**src/bbiows_pkg.sv**
```systemverilog
// Function
// - Primary bus number, 8-bit read-write in bits 7:0, resets to zero.
// - Secondary bus number, 8-bit read-write in bits 15:8, resets to zero.
// - Subordinate bus number, 8-bit read-write in bits 23:16, resets zero.
// - Secondary latency timer byte 31:24 is read-only zero.
// - Low nibbles of I/O base and limit bytes read one, 32-bit I/O.
// - Base bits 7:4 give window bottom address 15:12; low 12 bits zero.
// - Limit bits 15:12 give window top address 15:12; low bits all ones.
// - Forward I/O inside base-to-limit window; upper halves elsewhere.
// - Bit 24 sets on secondary parity error, never while parity response off.
// - Bit 27 sets when completing secondary request with completer abort.
// - Bit 28 sets on received completion with completer-abort status.
// - Bit 29 sets on received completion with unsupported-request status.
// - Bit 30 sets on sent fatal or nonfatal message, SERR enabled.
// - Bit 31 sets whenever the secondary side receives a poisoned TLP.
// - Status bits 21, 23 and 26:25 read-only zero.
package bbiows_pkg;
	localparam logic [7:0] BUS_NUM_OFS = 8'h18;
	localparam logic [7:0] IO_STAT_OFS = 8'h1C;
	localparam logic [7:0] CTRL_OFS = 8'h40;
	localparam logic [7:0] BUS_RST = 8'h00;
	localparam logic [3:0] IO_NIB_RST = 4'h0;
	localparam logic [3:0] IO_32BIT_CAP = 4'h1;
	localparam logic [11:0] IO_LOW_ONES = 12'hFFF;
	localparam logic [11:0] IO_LOW_ZERO = 12'h000;
	localparam int PRI_LSB = 0;
	localparam int SEC_LSB = 8;
	localparam int SUB_LSB = 16;
	localparam int BASE_LSB = 4;
	localparam int LIMIT_LSB = 12;
	localparam int ST_PAR = 24;
	localparam int ST_SIG_CA = 27;
	localparam int ST_RCV_CA = 28;
	localparam int ST_RCV_UR = 29;
	localparam int ST_SERR = 30;
	localparam int ST_POIS = 31;
	localparam int CTL_PERR_EN = 0;
	localparam int CTL_SERR_EN = 1;
	localparam int CTL_UP_LSB = 16;
endpackage

```
**src/bbiows_top.sv**
```systemverilog
`timescale 1ns/100ps
module bbiows_top
(
	// Clock and reset
	input wire logic clk_i,
	input wire logic rst_i,
	// Wishbone slave
	input wire logic cyc_i,
	input wire logic stb_i,
	input wire logic we_i,
	input wire logic [7:0] adr_i,
	input wire logic [3:0] sel_i,
	input wire logic [31:0] dat_i,
	output logic [31:0] dat_o,
	output logic ack_o,
	// Secondary side events, one-cycle pulses
	input wire logic sec_parity_err_i,
	input wire logic sec_cpl_abort_sent_i,
	input wire logic sec_rcv_cpl_abort_i,
	input wire logic sec_rcv_unsup_req_i,
	input wire logic err_msg_sent_i,
	input wire logic sec_poisoned_i,
	// I/O decode
	input wire logic io_req_i,
	input wire logic [31:0] io_addr_i,
	output logic io_fwd_o,
	output logic [7:0] sec_bus_o,
	output logic [7:0] sub_bus_o
);

////////////////////////////////////////////////////////////////////////////////

typedef struct packed
{
	logic [31:0] dat;
	logic ack;
	logic fwd;
	logic [7:0] pri;
	logic [7:0] sec;
	logic [7:0] sub;
	logic [3:0] base;
	logic [3:0] limit;
	logic [5:0] sts;
	logic perr_en;
	logic serr_en;
	logic [15:0] base_up;
	logic [15:0] limit_up;
} bbiows_state_t;

bbiows_state_t state_r;
bbiows_state_t state_nxt;

logic acc;
logic wr;
logic [31:0] rd_bus;
logic [31:0] rd_io;
logic [31:0] rd_ctl;
logic [31:0] bot;
logic [31:0] top;
logic [5:0] ev;
logic [5:0] clr;

////////////////////////////////////////////////////////////////////////////////

always_comb
begin
	// Fresh request only; ack drops the cycle after it is given
	acc = cyc_i & stb_i & ~state_r.ack;
	wr = acc & we_i;
	rd_bus = {8'h00, state_r.sub, state_r.sec, state_r.pri};
	// Parity flag sits alone at bit 24, below the hardwired 26:25 pair
	rd_io = {state_r.sts[5:1], 2'b00, state_r.sts[0],
		1'b0, 1'b0, 1'b0, 5'h00,
		state_r.limit, bbiows_pkg::IO_32BIT_CAP,
		state_r.base, bbiows_pkg::IO_32BIT_CAP};
	rd_ctl = {state_r.base_up, 14'h0000, state_r.serr_en,
		state_r.perr_en};
	// Window bounds
	bot = {state_r.base_up, state_r.base, bbiows_pkg::IO_LOW_ZERO};
	top = {state_r.limit_up, state_r.limit, bbiows_pkg::IO_LOW_ONES};
	// Event order matches sts bits 5..0, read back as status bits {31,30,29,28,27,24}
	ev = {sec_poisoned_i,
		err_msg_sent_i & state_r.serr_en,
		sec_rcv_unsup_req_i,
		sec_rcv_cpl_abort_i,
		sec_cpl_abort_sent_i,
		sec_parity_err_i & state_r.perr_en};
	clr = 6'h00;
	if (wr && adr_i == bbiows_pkg::IO_STAT_OFS && sel_i[3])
	begin
		clr = {dat_i[bbiows_pkg::ST_POIS], dat_i[bbiows_pkg::ST_SERR],
			dat_i[bbiows_pkg::ST_RCV_UR], dat_i[bbiows_pkg::ST_RCV_CA],
			dat_i[bbiows_pkg::ST_SIG_CA], dat_i[bbiows_pkg::ST_PAR]};
	end
	state_nxt = state_r;
	state_nxt.ack = acc;
	state_nxt.dat = 32'h00000000;
	// Set beats clear in the same cycle
	state_nxt.sts = (state_r.sts & ~clr) | ev;
	state_nxt.fwd = io_req_i && io_addr_i >= bot && io_addr_i <= top;
	if (acc && !we_i)
	begin
		case (adr_i)
			bbiows_pkg::BUS_NUM_OFS: state_nxt.dat = rd_bus;
			bbiows_pkg::IO_STAT_OFS: state_nxt.dat = rd_io;
			bbiows_pkg::CTRL_OFS: state_nxt.dat = rd_ctl;
			default: state_nxt.dat = 32'h00000000;
		endcase
	end
	if (wr && adr_i == bbiows_pkg::BUS_NUM_OFS)
	begin
		if (sel_i[0])
			state_nxt.pri = dat_i[bbiows_pkg::PRI_LSB +: 8];
		if (sel_i[1])
			state_nxt.sec = dat_i[bbiows_pkg::SEC_LSB +: 8];
		if (sel_i[2])
			state_nxt.sub = dat_i[bbiows_pkg::SUB_LSB +: 8];
	end
	if (wr && adr_i == bbiows_pkg::IO_STAT_OFS)
	begin
		if (sel_i[0])
			state_nxt.base = dat_i[bbiows_pkg::BASE_LSB +: 4];
		if (sel_i[1])
			state_nxt.limit = dat_i[bbiows_pkg::LIMIT_LSB +: 4];
	end
	if (wr && adr_i == bbiows_pkg::CTRL_OFS)
	begin
		if (sel_i[0])
		begin
			state_nxt.perr_en = dat_i[bbiows_pkg::CTL_PERR_EN];
			state_nxt.serr_en = dat_i[bbiows_pkg::CTL_SERR_EN];
		end
		// Stand-ins for the separate upper-half registers
		if (sel_i[3] && sel_i[2])
			state_nxt.base_up = dat_i[bbiows_pkg::CTL_UP_LSB +: 16];
		if (sel_i[1] && sel_i[2] && !sel_i[3])
			state_nxt.limit_up = dat_i[bbiows_pkg::CTL_UP_LSB +: 16];
	end
	if (rst_i)
	begin
		state_nxt = '0;
		state_nxt.pri = bbiows_pkg::BUS_RST;
		state_nxt.sec = bbiows_pkg::BUS_RST;
		state_nxt.sub = bbiows_pkg::BUS_RST;
		state_nxt.base = bbiows_pkg::IO_NIB_RST;
		state_nxt.limit = bbiows_pkg::IO_NIB_RST;
	end
end

always_ff @(posedge clk_i)
begin
	state_r <= state_nxt;
end

////////////////////////////////////////////////////////////////////////////////

assign dat_o = state_r.dat;
assign ack_o = state_r.ack;
assign io_fwd_o = state_r.fwd;
assign sec_bus_o = state_r.sec;
assign sub_bus_o = state_r.sub;

endmodule

```
**config.mk**
```make
export PLATFORM = sky130hd
export DESIGN_NAME = bbiows_top
export DESIGN_NICKNAME = d
export VERILOG_FILES = /design/src/bbiows_pkg.sv /design/src/bbiows_top.sv
export SDC_FILE = /design/constraint.sdc
export NUM_CORES = 1
export LEC_CHECK = 0
export BUFFER_PORTS_ARGS = -buffer_cell sky130_fd_sc_hd__buf_2
export CORE_MARGIN = 4
export CORE_UTILIZATION = 40
export CTS_CLUSTER_DIAMETER = 60
export DETAILED_ROUTE_END_ITERATION = 8
export GPL_TIMING_DRIVEN = 0
export SYNTH_ARGS = -nofsm -noshare
export SYNTH_HDL_FRONTEND = slang
export SYNTH_SLANG_ARGS = --single-unit
```
**constraint.sdc**
```tcl
create_clock -name clk_i -period 2.9 [get_ports clk_i]
set_clock_uncertainty 0.15 [all_clocks]
set_input_delay 0.29 -clock clk_i [delete_from_list [all_inputs] [get_ports clk_i]]
set_output_delay 0.29 -clock clk_i [all_outputs]
set_load 0.02 [all_outputs]
```
==> metrics.txt, run 1 <==
number of diodes=0; die area=14800 µm²; static leakage=2.73 nW; sequential cell area fraction in the yosys report=40.9%; Num CTS Buffers=9; Mapped Cells=574; Slew headroom=28.6%; hold worst-path end=rd_io[27]; CP max stage delay=0.83 ns; cell taking the most area after synthesis=dfxtp_1; Setup-failing EPs final=0; Initial Util=40.9%; Multi-input gate area=2410 µm²; Critical R2R Capture=dat_o[19]; flop and latch count out of synthesis=106; Storage cell area=2120 µm²; setup TNS=0 ns; Nets=850; # IOs=138; Post-CTS Setup Repair Bufs=0; largest net degree at the start of global routing=18; WL final=13800 µm; FP Rows=41; Slew Viols, Final=0; later-pin clock latency in the skew report=0.35 ns; grt ovf=0; Post-synth top flop=dfxtp_1; met1 wire length=6380 µm; overall power=0.00291 W; chip width=122 µm; Crit-path slowest cell=nor3_1; layout cells sized above 1=29.7%; shortest period the worst path allows=2.40 ns; DR WL met2=6500 µm; Syn Area/Cell=9.03 µm²; critical-path cell list=nand3b_1, nor3_1, o21ai_1, clkbuf_1, nor2_1; core area=12700 µm²; Clock Sinks=106; gpl congestion=0.891; PwrDens=456 nW/µm²; fill count=1250; FF-to-FF path depth=5; hold_buf cts=1; worst-margin pin slew=1.06 ns; first-pass iteration count of the detailed router=4; Avg Vias per Cell=4.83; most frequent cell after synthesis=dfxtp_1; dpl hpwl=11300 µm; WL/cell=15.4 µm; Syn-to-layout area delta=23.4%; outcome=finished clean; vias after detailed routing=4339; height of the die=122 µm; RSZ-0062 raised after global routing=no; Yosys warning count=0; vias in the first global route=4289; Synth top cells by count=dfxtp_1 (106), nor2_1 (83), mux2i_1 (58); Critical Setup Path Class=reg2reg; worst path bufs/invs=1; clock root buffer master=clkbuf_16; crit path launch type=flip-flop; Clk pin slew, worst setup/hold paths=0.07 ns; VDD IR-drop max=0.243 mV; Arr. time, crit path=2.53 ns; max-cap check violation count=0; CP max FO=10; antenna viol nets, final=0; TritonCTS clock tree=yes; EDFF count, synth=0; IO buf count=136; hold_sp=sec_cpl_abort_sent_i; main area contributors after synthesis=dfxtp_1 (41%), mux2i_1 (11%), ha_1 (9.7%), buf_4 (7.5%), nor2_1 (6.0%); Mapped Nets=702; hold crit path type=in2reg; hold depth=3; Resized Gates After CTS=0; Crit. End Element=flip-flop; DR DRC count=0; antenna violations before repair=0; top-area cell type share of the netlist area=40.9%; R2R setup slack=0.50 ns; first-pass GRT wire length=21800 µm; Top Metal Used=met4; overall global routing resource usage=18.9%; Tcrit/Tclk final=82.7%; initial DRC count=252; H-tree depth=3; largest delay contributor family on the critical path=simple AND/OR/NAND/NOR gates; r2r startpoint=ack_o; Met3 Wirelength=686 µm; WP data required=3.03 ns; mapped cell area=5180 µm²; post-synthesis async set-or-reset flop share=0%; Crit path depth=5; fmax=417 MHz; Final Hold Fails=0; CTS Buffer Depth=2; post-synth cell types=43
cells by family after synthesis:
| logic type | after synthesis | share of synthesized area [%] |
|---|---|---|
| fa+ha+maj | 40 | 9.65 |
| compound gates | 73 | 8.64 |
| flops | 106 | 40.9 |
| buf+inv | 115 | 12.6 |
| simple gates | 182 | 17.0 |
| mux | 58 | 11.2 |
where the power goes:
group          total (W)  switching (W)  internal, W
clock            0.00125       0.000555     0.000693
combinational   0.000204       0.000115    0.0000897
sequential       0.00146     0.00000254      0.00146
final cells by class:
| type | instances | share of cell area, % |
|---|---|---|
| inverter | 41 | 2.41 |
| tap | 172 | 3.37 |
| timing repair buffer | 137 | 10.8 |
| multi-input combinational | 353 | 37.7 |
| buffer | 74 | 7.81 |
| clock inverter | 6 | 1.04 |
| clock buffer | 10 | 3.74 |
| sequential | 106 | 33.2 |
sequential cells by signal, indices dropped and copies added, names as in the netlist:
| register | cells |
|---|---|
| ack_o | 1 |
| sub_bus_o | 8 |
| rd_io | 10 |
| state_r | 16 |
| rd_ctl | 2 |
| sec_bus_o | 8 |
| io_fwd_o | 1 |
| dat_o | 32 |
| bot | 20 |
| rd_bus | 8 |
cells in the final DEF (no fill, tap or decap), drive strengths merged, types with 2 or more instances in the layout:
| cell | synthesis | routed |
|---|---|---|
| a21o | 4 | 4 |
| a21oi | 35 | 35 |
| a22oi | 18 | 18 |
| and3 | 11 | 11 |
| and4 | 7 | 7 |
| and4b | 2 | 2 |
| buf | 58 | 194 |
| clkbuf | 16 | 26 |
| clkinv | 0 | 2 |
| clkinvlp | 0 | 3 |
| dfxtp | 106 | 106 |
| ha | 40 | 40 |
| inv | 41 | 41 |
| mux2i | 58 | 58 |
| nand2 | 43 | 43 |
| nand3 | 4 | 4 |
| nand3b | 2 | 2 |
| nand4 | 14 | 14 |
| nor2 | 83 | 83 |
| nor2b | 3 | 3 |
| nor3 | 3 | 3 |
| nor4 | 4 | 4 |
| o21ai | 7 | 7 |
through the flow:
stage	setup WS (ns)	hold WS, ns	std cells	utilization [%]	area (µm²)
finish	0.501	0.0202	899	50.5	6390
global route	0.222	0.0404	899	50.5	6390
CTS	0.462	0.0106	899	50.5	6390
detailed placement	0.390	0.322	882	48.0	6080
global placement	0.390	0.312	882	48.0	6080
floorplan	0.755	0.257	574	-	5180
how the worst max path moves through the flow:
stage / endpoint / from / slack (ns)
2_1_floorplan: state_r[10] / adr_i[1] / 0.76
3_3_place_gp: bot[14] / adr_i[1] / 0.39
3_5_place_dp: bot[13] / adr_i[1] / 0.39
4_1_cts: dat_o[19] / ack_o / 0.46
5_1_grt: dat_o[24] / ack_o / 0.22
6_report: dat_o[19] / ack_o / 0.50
routing by layer:
metal  global-route usage (%)  vias to the layer above
li1                         -                     2206
met1                     24.7                     1998
met2                     31.5                      117
met3                     3.67                       18
met4                     5.60                        0
met5                        0                        -
tightest hold or removal path, cell delays in order:
cell and delay, ns:
buf_2 0.09, a21oi_1 0.04, nor2_1 0.07
Note: power is estimated with default switching activity, not from simulation.
==> inputs of run 2 (changes only) <==
--- a/config.mk
+++ b/config.mk
@@ -11,6 +11,7 @@
 export CTS_CLUSTER_DIAMETER = 60
 export DETAILED_ROUTE_END_ITERATION = 8
 export GPL_TIMING_DRIVEN = 0
+export PLACE_DENSITY = 0.66
 export SYNTH_ARGS = -nofsm -noshare
 export SYNTH_HDL_FRONTEND = slang
 export SYNTH_SLANG_ARGS = --single-unit
==> constraint.sdc (replaced) <==
create_clock -name clk_i -period 1.95 [get_ports clk_i]
set_clock_uncertainty 0.15 [all_clocks]
set_input_delay 0.195 -clock clk_i [delete_from_list [all_inputs] [get_ports clk_i]]
set_output_delay 0.195 -clock clk_i [all_outputs]
set_load 0.02 [all_outputs]
==> metrics.txt, run 2 (synthesis results as in run 1) <==
met1 wire length=6250 µm; WL/cell=15.5 µm; hold crit path type=in2reg; Arr. time, crit path=2.04 ns; max FFs per register=32; first-pass iteration count of the detailed router=4; CTS Buffer Depth=2; largest net degree at the start of global routing=16; shortest period the worst path allows=1.97 ns; dpl hpwl=11400 µm; PwrDens=621 nW/µm²; core area=12700 µm²; worst-margin pin slew=0.706 ns; DR WL met2=7090 µm; Multi-input gate area=2530 µm²; Tcrit/Tclk final=101%; CP max stage delay=0.58 ns; most common cell after layout, fill and taps aside=buf_2; Avg Vias per Cell=4.90; number of diodes=0; Place WS=-0.447 ns; Clock Sinks=106; final setup margin=-0.0167 ns; Top Metal Used=met4; chip width=122 µm; Num CTS Buffers=9; height of the die=122 µm; Setup-failing EPs final=8; TritonCTS clock tree=yes; hold depth=3; FP Rows=41; setup TNS=-0.0566 ns; FF-to-FF path depth=7; vias in the first global route=4651; r2r startpoint=bot[13]; Storage cell area=2130 µm²; largest delay contributor family on the critical path=simple AND/OR/NAND/NOR gates; Crit-path slowest cell=or4_4; Clk pin slew, worst setup/hold paths=0.07 ns; Nets=891; Crit. Startpoint=adr_i[7]; outcome=complete, but fails checks; max-cap check violation count=0; static leakage=2.96 nW; Syn-to-layout area delta=33.9%; commonest cells after routing, fill and taps aside=buf_2 (137), dfxtp_1 (102), nor2_1 (83); crit path launch type=input port; critical-path cell list=buf_6, or4_4, nor4_4, and4bb_1, buf_6, buf_12, mux2i_1, nor2_1; hold_sp=err_msg_sent_i; CP max FO=10; most frequent CP cell=buf_6; vias after detailed routing=4602; antenna violations before repair=0; gpl congestion=0.835; Slew headroom=53.0%; Initial Util=40.9%; Crit path depth=8; grt ovf=0; hold slack=-0.00395 ns; initial DRC count=195; fill count=1162; later-pin clock latency in the skew report=0.34 ns; # IOs=138; Slew Viols, Final=0; Final Hold Fails=1; overall global routing resource usage=19.5%; worst path bufs/invs=3; die area=14800 µm²; H-tree depth=3; WP data required=2.02 ns; RSZ-0062 raised after global routing=yes; clock root buffer master=clkbuf_16; failing checks=hold timing, setup timing; DR DRC count=0; fmax=508 MHz; WL final=14500 µm; antenna viol nets, final=0; Final Util=54.8%; first-pass GRT wire length=22800 µm; VDD IR-drop max=0.414 mV; Met3 Wirelength=789 µm; IO buf count=136; Critical Setup Path Class=in2reg; Crit. End Element=flip-flop; layout cells sized above 1=31.7%
==> run 2: cell types whose count changed in the layout (fill, tap and decap cells not counted), sizes merged <==
| cell | change |
|---|---|
| clkbuf | +2 |
| clkinvlp | -3 |
| dlygate4sd3 | +35 |
| buf | +7 |
| bufinv | -1 |
==> run 2: worst paths after layout <==
| check | to | slack, ns |
|---|---|---|
| setup reg to reg | io_fwd_o | 0.09 |
| setup / recovery | state_r[6] | -0.02 |
| hold reg to reg | dat_o[3] | 0.33 |
| hold / removal | rd_io[30] | -0.004 |
==> run 2: worst register-to-register path: stages, from the launching register on <==
cell and delay [ns]:
dfxtp_2 0.34, inv_1 0.06, ha_4 0.26, and4b_1 0.20
a41oi_2 0.14, a211oi_2 0.31, o311ai_2 0.11, a32oi_2 0.21
==> run 2: layout make-up <==
| class | instances | share of cell area (%) |
|---|---|---|
| Sequential cell | 106 | 30.6 |
| Tap cell | 172 | 3.10 |
| Clock inverter | 2 | 0.144 |
| Inverter | 41 | 2.22 |
| Clock buffer | 13 | 4.04 |
| Buffer | 74 | 7.52 |
| Multi-Input combinational cell | 353 | 36.5 |
| Timing Repair Buffer | 178 | 15.9 |
==> run 2: repair_timing <==
item / in CTS / in global routing
hold buffers: 36 / 0
gates cloned: 0 / 0
resized for setup: 16 / 23
setup buffers: 6 / 0
setup endpoints to repair: 79 / 61
endpoints found under the hold margin: 49 / 0
pin swaps: 6 / 8
==> run 2: through the flow <==
| step | hold slack (ns) | cell area, µm² | total power [W] | cells |
|---|---|---|---|---|
| after global placement | 0.249 | 6080 | 0.00252 | 882 |
| final | -0.00395 | 6940 | 0.00431 | 939 |
| after global routing | 0.00396 | 6940 | 0.00445 | 939 |
| after CTS | 0.00219 | 6850 | 0.00431 | 939 |
| after floorplan | 0.162 | 5180 | 0.00235 | 574 |
| after detailed placement | 0.265 | 6080 | 0.00253 | 882 |
==> run 2: per-layer routing <==
layer | vias to the layer above | track usage [%]
met1 | 2150 | 24.3
met3 | 35 | 3.39
met2 | 126 | 33.7
met4 | 0 | 7.42
li1 | 2291 | -
met5 | - | 0
==> run 2: power by group <==
group          switching (W)  leakage, nW  total (W)  internal (W)
clock network       0.000751        0.147    0.00175      0.000994
registers         0.00000391        0.857    0.00218       0.00217
logic               0.000197         1.95   0.000388      0.000191
total               0.000952         2.96    0.00431       0.00336
==> inputs of run 3 (changes only) <==
--- a/config.mk
+++ b/config.mk
@@ -7,11 +7,11 @@
 export LEC_CHECK = 0
 export BUFFER_PORTS_ARGS = -buffer_cell sky130_fd_sc_hd__buf_2
 export CORE_MARGIN = 4
-export CORE_UTILIZATION = 40
+export CORE_UTILIZATION = 48
 export CTS_CLUSTER_DIAMETER = 60
 export DETAILED_ROUTE_END_ITERATION = 8
 export GPL_TIMING_DRIVEN = 0
-export PLACE_DENSITY = 0.66
+export PLACE_DENSITY = 0.77
 export SYNTH_ARGS = -nofsm -noshare
 export SYNTH_HDL_FRONTEND = slang
 export SYNTH_SLANG_ARGS = --single-unit
==> metrics.txt, run 3 (synthesis results as in run 1) <==
first-pass GRT wire length=23000 µm; combinational share of power=10.3%; Num CTS Buffers=9; internal power=0.00284 W; Final Hold Fails=0; Clk pin slew, worst setup/hold paths=0.10 ns; dpl cell area=6030 µm²; commonest cells after routing, fill and taps aside=buf_2 (137), dfxtp_1 (102), nor2_1 (83); Slew Viols, Final=0; first-pass iteration count of the detailed router=5; antenna viol nets, final=0; WL final=14900 µm; failing checks=setup timing; antenna violations before repair=0; Arr. time, crit path=2.08 ns; die area=12500 µm²; IO buf count=136; RSZ-0062 raised after global routing=yes; switching portion of total power=26.0%; final setup margin=-0.0300 ns; FF-to-FF path depth=6; shortest period the worst path allows=1.98 ns; gpl congestion=0.909; WP data required=2.05 ns; most common cell after layout, fill and taps aside=buf_2; Clock Sinks=106; Switch Pwr=0.000999 W; Crit. Startpoint=adr_i[7]; number of diodes=0; VDD IR-drop max=0.303 mV; fmax=505 MHz; Syn-to-layout area delta=32.2%; crit path launch type=input port; largest net degree at the start of global routing=19; Nets=897; r2r startpoint=bot[31]; worst-margin pin slew=0.716 ns; max-cap check violation count=0; Critical Setup Path Class=in2reg; Design Area, Final=6850 µm²; DR DRC count=0; height of the die=112 µm; # IOs=138; R2R setup slack=0.01 ns; dpl hpwl=11100 µm; static leakage=2.94 nW; overall global routing resource usage=22.6%; Initial Util=49.8%; vias after detailed routing=4785; Tcrit/Tclk final=102%; max FFs per register=32; share of power burned in the clock network=33.1%; hold crit path type=in2reg; CP endpoint=state_r[12]; chip width=112 µm; hold slack=0.0371 ns; FP Rows=37; H-tree depth=3; sequential power share=56.6%; clock root buffer master=clkbuf_8; Avg Vias per Cell=5.26; TritonCTS clock tree=yes; later-pin clock latency in the skew report=0.37 ns; core area=10400 µm²; Final Util=65.8%; WL/cell=16.3 µm; initial DRC count=363; Slew headroom=52.2%; CP max FO=6; grt ovf=0; Setup-failing EPs final=7; PwrDens=561 nW/µm²; Crit. End Element=flip-flop; CTS Buffer Depth=2; Critical R2R Capture=io_fwd_o; outcome=complete, but fails checks; layout cells sized above 1=32.2%; vias in the first global route=4772
run 3: cell types whose count changed in the layout (fill, tap and decap cells not counted), moves of 3 or more:
cell       before  now
buf_4          57   60
inv_6           0    4
clkbuf_16       9    1
clkbuf_8        4    9
run 3: critical path: stages:
cell and delay [ns]:
buf_6 0.09, or4_4 0.60, nor4_4 0.38, and4bb_1 0.25, buf_6 0.15, buf_12 0.13, mux2i_2 0.22, nor2_1 0.06
run 3: worst min path at each step:
stage	from	end	slack (ns)	cells after the start
2_1_floorplan	sec_cpl_abort_sent_i	rd_io[27]	0.16	2
6_report	stb_i	ack_o	0.04	3
3_5_place_dp	sec_rcv_cpl_abort_i	rd_io[28]	0.27	3
3_3_place_gp	sec_rcv_cpl_abort_i	rd_io[28]	0.25	3
4_1_cts	stb_i	ack_o	0.02	3
5_1_grt	stb_i	ack_o	0.07	3
run 3: routing by layer:
metal,global-route usage (%),vias to the layer above,share of wire [%]
li1,-,2297,-
met3,2.61,39,6.6
met1,27.8,2250,41
met5,0,-,0
met4,10.3,0,3.7
met2,39.6,199,49
run 3: power groups by stage:
stage / combinational (W) / sequential (W) / clock (W)
final: 0.000395 / 0.00218 / 0.00127
after CTS: 0.000368 / 0.00217 / 0.00126
after global placement: 0.000286 / 0.00222 / 0
after global routing: 0.000432 / 0.00218 / 0.00132
after detailed placement: 0.000300 / 0.00222 / 0
after floorplan: 0.000128 / 0.00223 / 0
run 3: final cells by class:
cell class	instances	area [µm²]
Buffer	74	520
Tap cell	136	170
Sequential cell	106	2130
Inverter	41	154
Fill cell	816	3570
Clock inverter	7	50.0
Timing Repair Buffer	184	1160
Clock buffer	9	124
Multi-Input combinational cell	353	2540
run 3: per-stage QoR:
stage | std cells | setup TNS [ns] | power, W | setup WS, ns
final | 910 | -0.0931 | 0.00384 | -0.0300
after global placement | 846 | -26.71 | 0.00251 | -0.454
after floorplan | 574 | -0.997 | 0.00235 | -0.0997
after global routing | 910 | -0.479 | 0.00393 | -0.0524
after detailed placement | 846 | -30.53 | 0.00253 | -0.507
after CTS | 901 | 0 | 0.00380 | 0.000336
run 3: repair_timing:
action                                  in CTS  in global routing
cloned                                       0                  1
hold endpoints to repair                    71                  0
hold buffers                                38                  0
endpoints found under the setup margin      60                 48
buffers inserted                             1                  8
resized for setup                           12                 28
pin swaps                                    3                 10
